### src/rtl/status_map.svh
// Function
// RL1: Event bits 4,5 flag errors; bit 6 zero.
// RL2: Event bit 7 marks reset since last read.
// RL3: Clear event register on clear or read query.
// RL4: Event enable write replaces the old mask.
// RL5: Request mask write loads eight bits, 0..255.
// RL6: Request mask query returns the current mask.
// RL7: Status query returns byte, summary flag kept.
// RL8: Event enable write loads eight bits, 0..255.
// RL9: Event enable query returns the enable mask.
// RL10: Event register query returns its contents.
// RL11: Clear wipes summaries and all event groups.
// RL12: Completion bit set once pending work finishes.
// RL13: Completion query answers 1 after pending work.
// RL14: Completion flag sits at event bit 0.
// RL15: Status bit 5 summarises enabled events.
// RL16: Status bit 6 summarises enabled summary bits.
// RL17: Summary flag ORs masked bits, drives request.
`ifndef STATUS_MAP_SVH
`define STATUS_MAP_SVH

// ---------------------------------------------------------------
// Event register bit positions
// ---------------------------------------------------------------
`define EVT_OPC_BIT    0
`define EVT_QERR_BIT   2
`define EVT_DERR_BIT   3
`define EVT_EXEC_BIT   4
`define EVT_CMD_BIT    5
`define EVT_UNUSED_BIT 6
`define EVT_PON_BIT    7

// ---------------------------------------------------------------
// Status byte bit positions
// ---------------------------------------------------------------
`define STB_EQ_BIT     2
`define STB_QSUM_BIT   3
`define STB_MAV_BIT    4
`define STB_ESB_BIT    5
`define STB_MSS_BIT    6

// ---------------------------------------------------------------
// Reset values and fixed answers
// ---------------------------------------------------------------
`define EVT_RESET      8'h80
`define MASK_RESET     8'h00
`define BYTE_ZERO      8'h00
`define OPC_REPLY      8'h01

`endif

### src/rtl/status_pkg.sv
package status_pkg;

  // Common command set accepted on the command port.
  typedef enum logic [3:0] {
    cmd_none,
    cmd_cls,
    cmd_ese,
    cmd_ese_q,
    cmd_esr_q,
    cmd_sre,
    cmd_sre_q,
    cmd_stb_q,
    cmd_opc,
    cmd_opc_q
  } cmd_code_t;

  typedef struct packed {
    logic      valid;
    cmd_code_t code;
    logic [7:0] arg;
  } cmd_req_t;

  // One-cycle event pulses from the command parser and executor.
  typedef struct packed {
    logic exec_err;
    logic cmd_err;
    logic query_err;
    logic dev_err;
  } event_in_t;

  // Summaries of the register groups kept outside this block.
  typedef struct packed {
    logic err_queue;
    logic quest_sum;
    logic msg_avail;
  } group_sum_t;

  typedef struct packed {
    logic       valid;
    logic [7:0] data;
  } resp_t;

  typedef enum logic [1:0] {
    opc_idle,
    opc_wait_flag,
    opc_wait_query
  } opc_state_t;

  typedef struct packed {
    opc_state_t st;
    logic       done_flag;
    logic       done_query;
    logic       busy;
  } opc_regs_t;

  typedef struct packed {
    logic [7:0] esr;
    logic [7:0] ese;
    logic [7:0] sre;
    logic [7:0] stb;
    logic       srq;
    resp_t      resp;
    logic       cls;
    logic       ready;
  } status_regs_t;

endpackage

### src/rtl/status_reporting_registers.sv
`timescale 1ns/1ns
`include "status_map.svh"

module status_reporting_registers
  import status_pkg::*;
(
  input  wire logic       mclk_i,
  input  wire logic       rst_n_i,
  input  wire cmd_req_t   cmd_i,
  input  wire event_in_t  events_i,
  input  wire group_sum_t groups_i,
  input  wire logic       pending_i,
  output logic            cmd_ready_o,
  output resp_t           resp_o,
  output logic [7:0]      summary_byte_o,
  output logic            srq_o,
  output logic            clear_groups_o
);

  status_regs_t q;
  status_regs_t next_q;
  logic         opc_flag;
  logic         opc_query;
  logic         opc_busy;
  logic         take;
  logic         next_busy;
  logic [7:0]   evt_set;
  logic [7:0]   byte_now;

  // ---------------------------------------------------------------
  // Status byte assembly
  // ---------------------------------------------------------------
  // Bit 6 is left out of the OR so the summary cannot feed itself.
  function automatic logic [7:0] status_byte(input logic [7:0] esr,
                                             input logic [7:0] ese,
                                             input logic [7:0] sre,
                                             input group_sum_t g);
    logic [7:0] b;
    b                = `BYTE_ZERO;
    b[`STB_EQ_BIT]   = g.err_queue;
    b[`STB_QSUM_BIT] = g.quest_sum;
    b[`STB_MAV_BIT]  = g.msg_avail;
    b[`STB_ESB_BIT]  = |(esr & ese); // RL15
    b[`STB_MSS_BIT]  = |(b & sre); // RL16 RL17
    return b;
  endfunction

  // ---------------------------------------------------------------
  // Completion waiter
  // ---------------------------------------------------------------
  opc_waiter u_opc (
    .mclk_i       (mclk_i),
    .rst_n_i      (rst_n_i),
    .arm_flag_i   (take && cmd_i.code == cmd_opc),
    .arm_query_i  (take && cmd_i.code == cmd_opc_q),
    .pending_i    (pending_i),
    .done_flag_o  (opc_flag),
    .done_query_o (opc_query),
    .busy_o       (opc_busy)
  );

  // A command is taken only while ready stands, so the host and the block agree
  // on every edge. Ready stays low for one extra cycle after the waiter drains,
  // which keeps a new query from colliding with the completion reply.
  assign take      = cmd_i.valid && q.ready;
  assign next_busy = (take && cmd_i.code inside {cmd_opc, cmd_opc_q}) || opc_busy;
  assign byte_now  = status_byte(q.esr, q.ese, q.sre, groups_i);

  // ---------------------------------------------------------------
  // Event sources
  // ---------------------------------------------------------------
  // Bit 6 is only ever driven low, so it always reads zero.
  always_comb begin
    evt_set                  = `BYTE_ZERO;
    evt_set[`EVT_OPC_BIT]    = opc_flag; // RL14
    evt_set[`EVT_QERR_BIT]   = events_i.query_err;
    evt_set[`EVT_DERR_BIT]   = events_i.dev_err;
    evt_set[`EVT_EXEC_BIT]   = events_i.exec_err; // RL1
    evt_set[`EVT_CMD_BIT]    = events_i.cmd_err; // RL1
    evt_set[`EVT_UNUSED_BIT] = 1'b0; // RL1
  end

  // ---------------------------------------------------------------
  // Command execution
  // ---------------------------------------------------------------
  // An event arriving in the cycle of a clear survives it: the set is
  // merged after the clear. Responses stand for one cycle only.
  always_comb begin
    next_q            = q;
    next_q.resp.valid = 1'b0;
    next_q.cls        = 1'b0;
    if (take) begin
      unique case (cmd_i.code)
        cmd_cls: begin
          next_q.esr = `BYTE_ZERO; // RL3
          next_q.cls = 1'b1; // RL11
        end
        cmd_ese: next_q.ese = cmd_i.arg; // RL4 RL8
        cmd_sre: next_q.sre = cmd_i.arg; // RL5
        cmd_ese_q: begin
          next_q.resp = '{valid: 1'b1, data: q.ese}; // RL9
        end
        cmd_sre_q: begin
          next_q.resp = '{valid: 1'b1, data: q.sre}; // RL6
        end
        cmd_stb_q: begin
          next_q.resp = '{valid: 1'b1, data: byte_now}; // RL7
        end
        cmd_esr_q: begin
          next_q.resp = '{valid: 1'b1, data: q.esr}; // RL10
          next_q.esr  = `BYTE_ZERO; // RL3 RL2
        end
        default: ;
      endcase
    end
    if (opc_query) begin
      next_q.resp = '{valid: 1'b1, data: `OPC_REPLY}; // RL13
    end
    next_q.esr = next_q.esr | evt_set;
    next_q.stb = status_byte(next_q.esr, next_q.ese, next_q.sre, groups_i);
    next_q.srq = next_q.stb[`STB_MSS_BIT]; // RL17
    // Ready is low while an answer will stand or the waiter will be busy.
    next_q.ready = !next_q.resp.valid && !next_busy;
  end

  // ---------------------------------------------------------------
  // State register
  // ---------------------------------------------------------------
  // The reset value marks power-on in the event register.
  always_ff @(posedge mclk_i) begin
    if (!rst_n_i) begin
      q <= '{esr: `EVT_RESET, ese: `MASK_RESET, sre: `MASK_RESET, // RL2
             stb: `BYTE_ZERO, srq: 1'b0, resp: '{valid: 1'b0, data: `BYTE_ZERO},
             cls: 1'b0, ready: 1'b0};
    end else begin
      q <= next_q;
    end
  end

  // Ready is taken from the registered state so it has no path from inputs.
  assign cmd_ready_o    = q.ready;
  assign resp_o         = q.resp;
  assign summary_byte_o = q.stb;
  assign srq_o          = q.srq;
  assign clear_groups_o = q.cls;
endmodule // status_reporting_registers

### src/rtl/opc_waiter.sv
`timescale 1ns/1ns
`include "status_map.svh"

module opc_waiter
  import status_pkg::*;
(
  input  wire logic mclk_i,
  input  wire logic rst_n_i,
  input  wire logic arm_flag_i,
  input  wire logic arm_query_i,
  input  wire logic pending_i,
  output logic      done_flag_o,
  output logic      done_query_o,
  output logic      busy_o
);

  opc_regs_t q;
  opc_regs_t next_q;

  // ---------------------------------------------------------------
  // Wait for pending operations to drain
  // ---------------------------------------------------------------
  // The waiter holds busy so no new command can overtake the pending reply.
  always_comb begin
    next_q            = q;
    next_q.done_flag  = 1'b0;
    next_q.done_query = 1'b0;
    unique case (q.st)
      opc_idle: begin
        if (arm_flag_i) begin
          next_q.st = opc_wait_flag;
        end else if (arm_query_i) begin
          next_q.st = opc_wait_query;
        end
      end
      opc_wait_flag: begin
        if (!pending_i) begin
          next_q.st        = opc_idle;
          next_q.done_flag = 1'b1; // RL12
        end
      end
      opc_wait_query: begin
        if (!pending_i) begin
          next_q.st         = opc_idle;
          next_q.done_query = 1'b1; // RL13
        end
      end
      default: next_q.st = opc_idle;
    endcase
    next_q.busy = (next_q.st != opc_idle);
  end

  always_ff @(posedge mclk_i) begin
    if (!rst_n_i) begin
      q <= '{st: opc_idle, done_flag: 1'b0, done_query: 1'b0, busy: 1'b0};
    end else begin
      q <= next_q;
    end
  end

  assign done_flag_o  = q.done_flag;
  assign done_query_o = q.done_query;
  assign busy_o       = q.busy;
endmodule // opc_waiter

### config.mk
export PLATFORM = sky130hd
export DESIGN_NAME = status_reporting_registers
export DESIGN_NICKNAME = d
export VERILOG_FILES = /design/src/rtl/status_pkg.sv /design/src/rtl/status_reporting_registers.sv /design/src/rtl/opc_waiter.sv
export VERILOG_INCLUDE_DIRS = /design/src /design/src/rtl
export SDC_FILE = /design/constraint.sdc
export NUM_CORES = 1
export LEC_CHECK = 0
export ABC_AREA = 1
export BUFFER_PORTS_ARGS = -buffer_cell sky130_fd_sc_hd__clkbuf_2
export CAP_MARGIN = 20
export CORE_MARGIN = 1
export CORE_UTILIZATION = 55
export CTS_CLUSTER_SIZE = 25
export DETAILED_ROUTE_END_ITERATION = 12
export HOLD_SLACK_MARGIN = 0.12
export PLACE_DENSITY = 0.77
export SETUP_SLACK_MARGIN = 0.02
export SYNTH_ARGS = -nofsm -noshare
export SYNTH_HDL_FRONTEND = slang
export SYNTH_SLANG_ARGS = --single-unit
### constraint.sdc
create_clock -name mclk_i -period 1.7 [get_ports mclk_i]
set_input_delay 0.425 -clock mclk_i [delete_from_list [all_inputs] [get_ports mclk_i]]
set_output_delay 0.425 -clock mclk_i [all_outputs]
set_load 0.01 [all_outputs]
Yosys cells after proc, flatten, opt, wreduce, memory -nomap -nowiden
Cells that the tools add are included.

cells by class
  add/sub/neg operators = 0
  multipliers = 0
  div/mod/pow operators = 0
  magnitude comparators = 0
  equality and inequality tests = 11
  shift-type cells = 0
  mux-type cells = 14
  bitwise gates (word level) = 6
  reductions and logical operators = 25

operator list
  cell                count
  $pmux 9 s4          1
  $reduce_or 8->1     4
  $mux 24             1
  $mux 8              3
  $and 6x8->8         2
  $and 8x8->8         2
  $eq 4x3->1 const B  4
  $mux 10             1
  $reduce_and 2->1    5
  $mux 9              1
  $eq 4x2->1 const B  2
  $eq 4x4->1 const B  2
  $or 8x6->8          1
  $mux 2              3
  $pmux 2 s3          1
  $reduce_bool 2->1   3
  $logic_and 1x1->1   5
  $reduce_bool 5->1   1
  $eq 4x1->1 const B  1
  $reduce_bool 4->1   1
  $reduce_or 2->1     2
  $mux 3              1
  $eq 2x1->1 const B  1
  $eq 2x2->1 const B  1
  5 further kinds     7

storage, ports and cells
  register bits after elaboration = 49
  bits in latches = 0
  memory bits (writable) = 0
  bits in read-only memories = 0
  bits of input ports = 23
  output and inout port bits = 20
  word-level logic and storage cells = 71
  memories = 0

Longest topological paths before layout
Gate-level depths: netlist of run 1.

  depth in word-level cells = 9
  gate-level depth with buffers = 12
  mapped depth without buffers = 12

Modules after synthesis
Synthesis of run 1 repeated with hierarchy kept, for this count alone.

second synthesis, totals
  cell total of the unflattened synthesis = 316
  area, all modules = 2,232.1 µm²

modules (own cells, without submodules)
  module                      times used  cells an instance  area each (µm²)  seq. area each (µm²)
  status_reporting_registers  1           292                2,053.2          800.8
  opc_waiter                  1           24                 178.9            100.1

Least setup slack after synthesis of run 1
Ideal clock, no wire load.

  path type = input to register
  from = input port cmd_i[12] (netlist bit)
  to = register q, in the netlist summary_byte_o[6]
  library setup time = 0.113 ns
  data arrival time = 1.340 ns
  data required time = 1.587 ns
  slack = 0.247 ns
  cell stages on the path = 11
  path buffers = 0
  cells stage by stage = nand2_1 -> inv_1 -> nand3_4 -> nand3_1 -> nand2_1 -> nand2_1 -> nand2_1 -> nor2_2 -> nand2_1 -> nand2_1 -> nand2_1

between the ends
  cells in the longest elaborated chain, start to end = 7

RTL lines
  what                  RTL line                           source
  start, declared       status_reporting_registers.sv:9    input wire cmd_req_t cmd_i,
  $logic_and 1x1->1 *   status_reporting_registers.sv:65   assign take = cmd_i.valid && q.ready;
  $mux 24 *             status_reporting_registers.sv:92   if (take) begin
  $or 8x6->8            status_reporting_registers.sv:119  next_q.esr = next_q.esr | evt_set;
  $and 8x8->8           status_reporting_registers.sv:43   b[`STB_ESB_BIT] = |(esr & ese);
  $reduce_or 8->1       status_reporting_registers.sv:43
  $and 6x8->8 *         status_reporting_registers.sv:44   b[`STB_MSS_BIT] = |(b & sre);
  $reduce_or 8->1 *     status_reporting_registers.sv:44
  end signal, assigned  status_reporting_registers.sv:132  q <= '{esr: `EVT_RESET, ese: `MASK_RESET, sre: `MASK_RESET,
  end signal, assigned  status_reporting_registers.sv:136  q <= next_q;
  end, declared         status_reporting_registers.sv:20   status_regs_t q;

Every way passes the cells marked *; elsewhere a longest branch is shown, timed or not.
A chain may end at the register's enable or synchronous reset.

Worst setup path after layout of run 1
  from = register q, in the netlist cmd_ready_o
  to = register q, in the netlist summary_byte_o[6]

between the ends
  cells in the longest elaborated chain, start to end = 7

RTL lines
  what                 RTL line
  $logic_and 1x1->1 *  status_reporting_registers.sv:65
  $mux 24 *            status_reporting_registers.sv:92
  $or 8x6->8           status_reporting_registers.sv:119
  $and 8x8->8          status_reporting_registers.sv:43
  $reduce_or 8->1      status_reporting_registers.sv:43
  $and 6x8->8 *        status_reporting_registers.sv:44
  $reduce_or 8->1 *    status_reporting_registers.sv:44

Marks and branches as above.

==> impl_summary.md, run 1 <==
Timing
The tightest hold path in the finished design has a slack of approximately 0.32 ns. The clock skew is 0.00656 ns. The shortest clock period the worst path allows after layout is 1.47 ns.

The max-slew violation count is 0. The number of hold violations in the final report is 0. Setup repair after global routing left no endpoint under its margin. For this run, the top clock speed supported by timing is about 680 MHz. Setup violations remaining at the end of the flow were counted as 0. The share of the cycle needed by the critical path after routing is 86.7%.

Route
The violation count after the first detailed-routing iteration is roughly 120. The final layout contains routed wiring with a total length of just under 5000 um. The routed length on met1 is 2280 um. In the routed layout, each cell is associated on average with a via count of approximately 5.1. In the detailed route, the total length drawn on met3 is ~330 um. The routed design uses ~2200 um of met2 wire. In this run the remaining antenna-violating nets after routing total 0. In the final routed layout, each cell accounts on average for roughly 12 um. After detailed routing, the number of remaining DRC violations is 0.

Detailed routing inserted a total of approximately 2,000 vias. The first TritonRoute pass finished after 4 iterations. The highest layer touched by signal routing is met4.

Yosys
The post-synthesis cell count is between 300 and 400. Each instance of the synthesized netlist takes up on average around 7.1 sq um. The share of the Yosys chip area taken by registers is 40.3%. The share of the synthesized area in the top cell type is 40.3%. The Yosys step of the flow raised 0 warnings. The netlist uses 29 different library cells. The leading area contributor after synthesis is dfxtp_1. The mapped netlist covers around 2200 sq um.

The number of synthesized register bits is 45. By area the synthesized netlist is led by dfxtp_1 40%, nand2_1 12%, inv_1 7.9%, buf_4 6.1%, nor2_1 5.2%.

Global route
Summed over all layers, the global routing overflow is 0. The number of antenna violations at the first check in global routing is 0. The via count of the first global-routing pass is about 1,800.

The first-pass GRT wire length is ~8300 um. The all-layer global routing usage is roughly 26%. Entering global routing, the biggest net connects 21 pins.

Floorplanning
The width of the chip is 65.7 um. The floorplan core area is 3770 sq um. The die covers ~4300 sq um. The floorplan row count is 22. The I/O pin total is between 40 and 50. The die height is between 60 and 70 um.

The initial core utilization is between 50% and 60%.

Power
IR analysis of the VDD net gives a maximum drop of 561 uV. The switching portion of total power is roughly a quarter. The share of total power dissipated in the clock network is approximately 36%. The internal power of the cells is approximately 1.5 mW. In this run the power spent charging and discharging nets is 0.509 mW. Of the total power, combinational logic draws approximately a tenth.

The share of total power in sequential cells is 53.9%. For this design the static power due to leakage is between 1 and 1.5 nW. The ratio of total power to cell area is 814 nW/um^2.

Worst hold path
The path category of the worst min-delay check is in2reg.

Final layout
The total inserted antenna cells is 0. The final standard cell utilization of the core is 66.1%. The post-route netlist has a little over a fifth of its cells at a drive strength greater than 1.

The filler cells instantiated in the layout total approximately 340. The multi-input gate area in the final layout is 987 sq um. The area growth from synthesis to layout is 11.6%. After routing the design area is 2490 sq um.

The net count of the finished layout is roughly 370. The flip-flop and latch area is about 900 sq um.

Worst setup path
The largest driver fanout on the critical path is 8. STA puts the critical path data required time at 1.91 ns. The capturing element type of the critical path is a flip-flop.

The startpoint kind of the worst setup timing path is a flip-flop. The category of the critical setup timing path is reg2reg. Data on the critical path arrives at its endpoint at 1.68 ns.

Run status
The flow ran to the end, and the final reports show no timing, DRC or antenna violations.

Clocking
Buffers added to address setup during post-CTS repair amount to 0. The later pin in the worst-skew pair is clocked with a latency of 0.30 ns. The buffer levels on the longest clock path is 2.

The total number of H-tree levels is 2. The root buffer cell chosen for the clock tree is clkbuf_8. The clock sink count is 45. TritonCTS built the clock tree. After clock tree synthesis, the clock-pin slew on the worst setup and hold paths is 0.09 ns. The number of buffers created by CTS is 5.

Run
The number of maximum-capacitance violations is 0.

Placed design
In this run the cell area measured after placement is ~2400 sq um. The number of input and output port buffers inserted is 39. The placed wire-length estimate after detailed placement is approximately 3800 um.

Routability-driven placement finished with a final weighted congestion of roughly 0.9.
-- cells in the final DEF, fill, tap and decap left out, types with 2 or more instances in the layout --
cell type  Yosys  final
nor2_2         3      3
conb_1         1      3
inv_2          1      2
buf_4         18      9
a221oi_1       2      2
nand3_1       17     17
nand2_2        3      4
nor2_4         3      3
nor2_1        31     31
a31oi_1        2      2
nand2_4        3      3
nor3_1         4      4
o21ai_0       21     21
clkbuf_8       0      7
nor4_1         2      2
inv_1         47     46
a21oi_1       23     23
nand2_1       70     69
o211ai_1       2      2
dfxtp_1       45     45
o22ai_1        6      6
clkbuf_2       0     39
-- stage by stage --
step | power, mW | instances | worst slack (ns) | setup TNS, ns
CTS | 2.03 | 398 | 0.162 | 0
detailed placement | 1.32 | 390 | -0.00906 | -0.00906
floorplan | 1.25 | 318 | 0.247 | 0
global placement | 1.31 | 390 | 0.00480 | 0
finish | 2.03 | 398 | 0.226 | 0
global route | 2.10 | 398 | 0.0600 | 0
-- final timing paths --
path,slack (ns),end,cells after the start,startpoint
worst min-delay path,0.32,summary_byte_o[4],3,groups_i[0]
worst max register to register,0.23,summary_byte_o[6],11,cmd_ready_o
worst min register to register,0.42,cmd_ready_o,1,u_opc.busy_o
worst max-delay path,0.23,summary_byte_o[6],11,cmd_ready_o
-- kinds of logic (layout without fill, tap and decap cells) --
group           count (synthesis)  count (layout)  share of synthesized area (%)
compound gates                 61              61                           15.9
buf+inv                        72             104                           15.9
flops                          45              45                           40.3
other cells                     1               3                          0.168
simple gates                  137             137                           27.7
-- sequential cells by signal, summed over array words and instances (netlist names) --
register,cells
cmd_ready_o,1
clear_groups_o,1
u_opc.q,2
u_opc.busy_o,1
resp_o,9
q,24
u_opc.done_flag_o,1
u_opc.done_query_o,1
summary_byte_o,5
-- power groups by stage --
stage	clock, mW	combinational, mW	sequential, mW
3_5_place_dp	0	0.199	1.12
2_1_floorplan	0	0.139	1.12
5_1_grt	0.780	0.225	1.10
4_1_cts	0.734	0.199	1.09
6_report	0.735	0.200	1.09
3_3_place_gp	0	0.197	1.12
-- synth_stat cells --
cell and count:
nand2_4 3, buf_6 2, nand2_2 3, a221oi_1 2
dfxtp_1 45, o21ai_0 21, o22ai_1 6, a211oi_4 1
conb_1 1, nor2_4 3, nor3_1 4, buf_4 18
o2111ai_1 1, buf_2 2, inv_2 1, o21ai_1 1
a21oi_1 23, nor2_1 31, o211ai_1 2, a2111oi_0 1
nor4_1 2, nand3_4 1, a22o_1 1, a31oi_1 2
nand2_1 70, nor2_2 3, inv_1 47, clkbuf_1 2
nand3_1 17
-- area by class of cell --
type / count / share of cell area (%)
Inverter: 48 / 7.23
Clock inverter: 1 / 0.201
Timing Repair Buffer: 48 / 10.5
Sequential cell: 45 / 36.1
Clock buffer: 7 / 3.87
Multi-Input combinational cell: 201 / 39.6
Tap cell: 48 / 2.41
-- critical path, cell delays in order (launching register included) --
cell and delay, ns:
dfxtp_1 0.36, nand2_2 0.11, nor2_4 0.19, nand2_4 0.11
nand2_1 0.09, nand2_1 0.06, nand2_1 0.07, nand2_1 0.05
nor2_2 0.12, nand2_1 0.08, nand2_1 0.09, nand2_1 0.05
-- layer usage --
metal,GRT usage (%),vias up
li1,-,1052
met1,34.1,872
met2,40.1,85
met3,4.34,6
met4,11.1,0
met5,0,-
-- what timing repair did --
item,CTS,global route
hold buffers,0,0
resized for setup,0,2
endpoints found under the setup margin,0,1
Note: power is estimated with default switching activity, not from simulation.
==> run 2: changes to the inputs <==
Settings changed: CELL_PAD_IN_SITES_DETAIL_PLACEMENT from default to 1, CELL_PAD_IN_SITES_GLOBAL_PLACEMENT from default to 1, CORE_UTILIZATION 55 to 39, SETUP_SLACK_MARGIN 0.02 to 0.4.
==> impl_summary.md, run 2 (synthesis results as in run 1) <==
Floorplanning
The floorplan row count was 27 (+23%). The width of the chip is 77.7 um (+18%). The die footprint is 6030 sq um (+40%). The die height is 77.7 um (+18%). The floorplan core area came to 5510 sq um (+46%). The I/O pin total is 43 (unchanged). The initial core utilization is 40.6% (-19 points).

Worst setup path
The worst setup path is launched from a flip-flop. The critical path is of the reg2reg type. The critical path required time is 1.89 ns (-0.02 ns). The capturing element type of the critical path is a flip-flop. In this run the critical register-to-register path is launched from cmd_ready_o.

The reg2reg setup slack is 0.23 ns (about the same). The largest driver fanout on the critical path is 7 (-1). The endpoint of the worst register-to-register path is summary_byte_o[6]. The data arrival at the endpoint of the critical path was 1.66 ns (-0.02 ns). The worst reg-to-reg path cell count came to 11 (unchanged).

Global route
The met2 track utilization from global routing came to 36.0% (-4.0 points). The global routing stage identified its most utilized layer as met2. The first-pass GRT wire length is 9700 um (+17%).

The met3 usage in global routing came to 4.59% (+0.25 points). The met1 routing resource usage after global routing came to 25.6% (-8.5 points). The number of antenna violations at the first check in global routing was 0 (unchanged). The via count of the first global-routing pass is 2,038 (+12%). The remaining global-route overflow is 0 (unchanged). The largest net degree at the start of global routing is 23 (+9.5%). The all-layer global routing usage is 21.2% (-4.4 points).

Final layout
The library cells used most frequently in the layout, excluding fill and tap cells, are 48 x nand2_1, 44 x dfxtp_1, 43 x inv_1, 35 x clkbuf_2, 26 x nor2_1. The library cell used most frequently in the layout, excluding fill and tap cells, is nand2_1. Ranked by flip-flop count, first place goes to q. The number of flip-flops in the largest register is 24 (unchanged). The number of nets in the layout is 382 (+2.7%).

The total inserted antenna cells is 0 (unchanged). The final non-filler cell total is 431 (+8.3%). The fraction of final layout cells with drive strength greater than 1 is 37.3% (+16 points).

The area growth from synthesis to layout is 30.4%.

Timing
The shortest clock period the worst path allows after layout is 1.47 ns (-0.00694 ns). The number of hold violations in the final report is 0 (unchanged). The clock skew is 0.00507 ns (-0.00149 ns). The max-slew violation count is 0 (unchanged). The setup slack of the critical path after layout is 0.233 ns (+0.00694 ns). The share of the cycle needed by the critical path after routing is 86.3% (-0.41 points). The highest attainable clock frequency is 682 MHz (+0.47%). Setup repair after global routing could not meet its margin everywhere.

The final count of negative-setup-slack endpoints was 0 (unchanged).

Clocking
The number of hold buffers added after CTS is 0 (unchanged). The buffer levels on the longest clock path is 2 (unchanged). The clock tree root buffer cell is clkbuf_8. The clock-pin slew of the registers on the worst-case setup and hold paths is 0.08 ns (about the same). The clock sink count is 45 (unchanged). The number of buffers created by CTS is 5 (unchanged). The TritonCTS clock tree is built. The total number of H-tree levels came to 2 (unchanged).

The clock latency on the worst-skew pair is 0.30 ns (about the same).

Route
The overall routed net length is 6760 um (+37%). The number of detailed-routing iterations run before antenna repair came to 4 (unchanged). The total via count after detailed routing came to 2,148 (+6.6%). The violation count after the first detailed-routing iteration was 62 (-50%). The average detailed-routed wire length per instance is 15.7 um (+27%). The number of DRC violations after detailed routing is 0 (unchanged).

The vias per cell is 4.98 (-1.6%). The number of antenna-violating nets in the routed design came to 0 (unchanged).

Placed design
The placed instance count was 413 (+5.9%). The post-placement worst setup slack is -0.0509 ns (-0.0419 ns). The number of input and output port buffers inserted is 39 (unchanged). The weighted congestion reported at the end of routability-driven placement is 0.852 (-3.9%). The placed wire-length estimate after detailed placement came to 4780 um (+25%).

Worst hold path
The worst hold path begins at groups_i[0]. The path category of the worst min-delay check is in2reg. The count of cells along the worst hold path is 3 (unchanged). The end point of the most critical hold path is summary_byte_o[4].

Power
The maximum vdd drop is 506 uV (-9.7%). The ratio of total power to cell area is 702 nW/um^2 (-14%). The leakage component of the power came to 1.39 nW (+8.9%).

Run
The number of maximum-capacitance violations is 0 (unchanged).

Run status
The run finished with clean final reports.
## run 2: metrics by stage
step	util [%]	power [mW]	TNS, ns	instance area [sq um]	hold WS (ns)
global route	52.9	2.14	0	2910	0.348
global placement	44.9	1.33	-0.0209	2470	0.399
finish	52.9	2.04	0	2910	0.335
CTS	47.2	2.02	0	2600	0.331
detailed placement	44.9	1.34	-0.0513	2470	0.404
floorplan	-	1.26	0	2290	0.378
## run 2: how the worst max path moves through the flow
stage	from	endpoint	slack, ns
2_1_floorplan	cmd_i[8]	summary_byte_o[6]	0.31
3_3_place_gp	cmd_i[8]	summary_byte_o[6]	-0.02
3_5_place_dp	cmd_i[8]	summary_byte_o[6]	-0.05
4_1_cts	cmd_ready_o	summary_byte_o[6]	0.31
5_1_grt	cmd_ready_o	summary_byte_o[6]	0.14
6_report	cmd_ready_o	summary_byte_o[6]	0.23
## run 2: what timing repair did
item / CTS / global route
setup endpoints to repair: 11 / 16
setup buffers: 2 / 8
gates resized for setup: 9 / 67
gates cloned: 0 / 1
pin swaps: 2 / 18
## run 2: power breakdown
part / switching (mW) / total, mW / internal (mW)
Sequential: 0.0183 / 1.10 / 1.08
Clock: 0.349 / 0.672 / 0.323
Combinational: 0.170 / 0.272 / 0.102
## run 2: critical path: stages, from the launching register on
cell     delay [ns]
dfxtp_2        0.35
nand2_4        0.09
nor2_4         0.17
nand2_4        0.12
nand2_4        0.13
nor2_1         0.07
nand2_2        0.07
nand2_2        0.06
nor2_4         0.12
nand2_1        0.08
nand2_1        0.06
nand2_1        0.04
## run 2: final cells by class
class                   count  area [sq um]
clock buffers               7          86.3
repair buffers             57           373
flip-flops and latches     45           902
fillers                   720          2590
multi-input cells         201          1250
well taps                  72          90.1
repair inverters            1          6.26
inverters                  48           205
## run 2: metal layers
| layer | share of wire (%) | vias to the layer above |
|---|---|---|
| met3 | 3.9 | 13 |
| met5 | 0 | - |
| met1 | 43 | 1005 |
| met2 | 50 | 57 |
| met4 | 2.5 | 0 |
| li1 | - | 1073 |
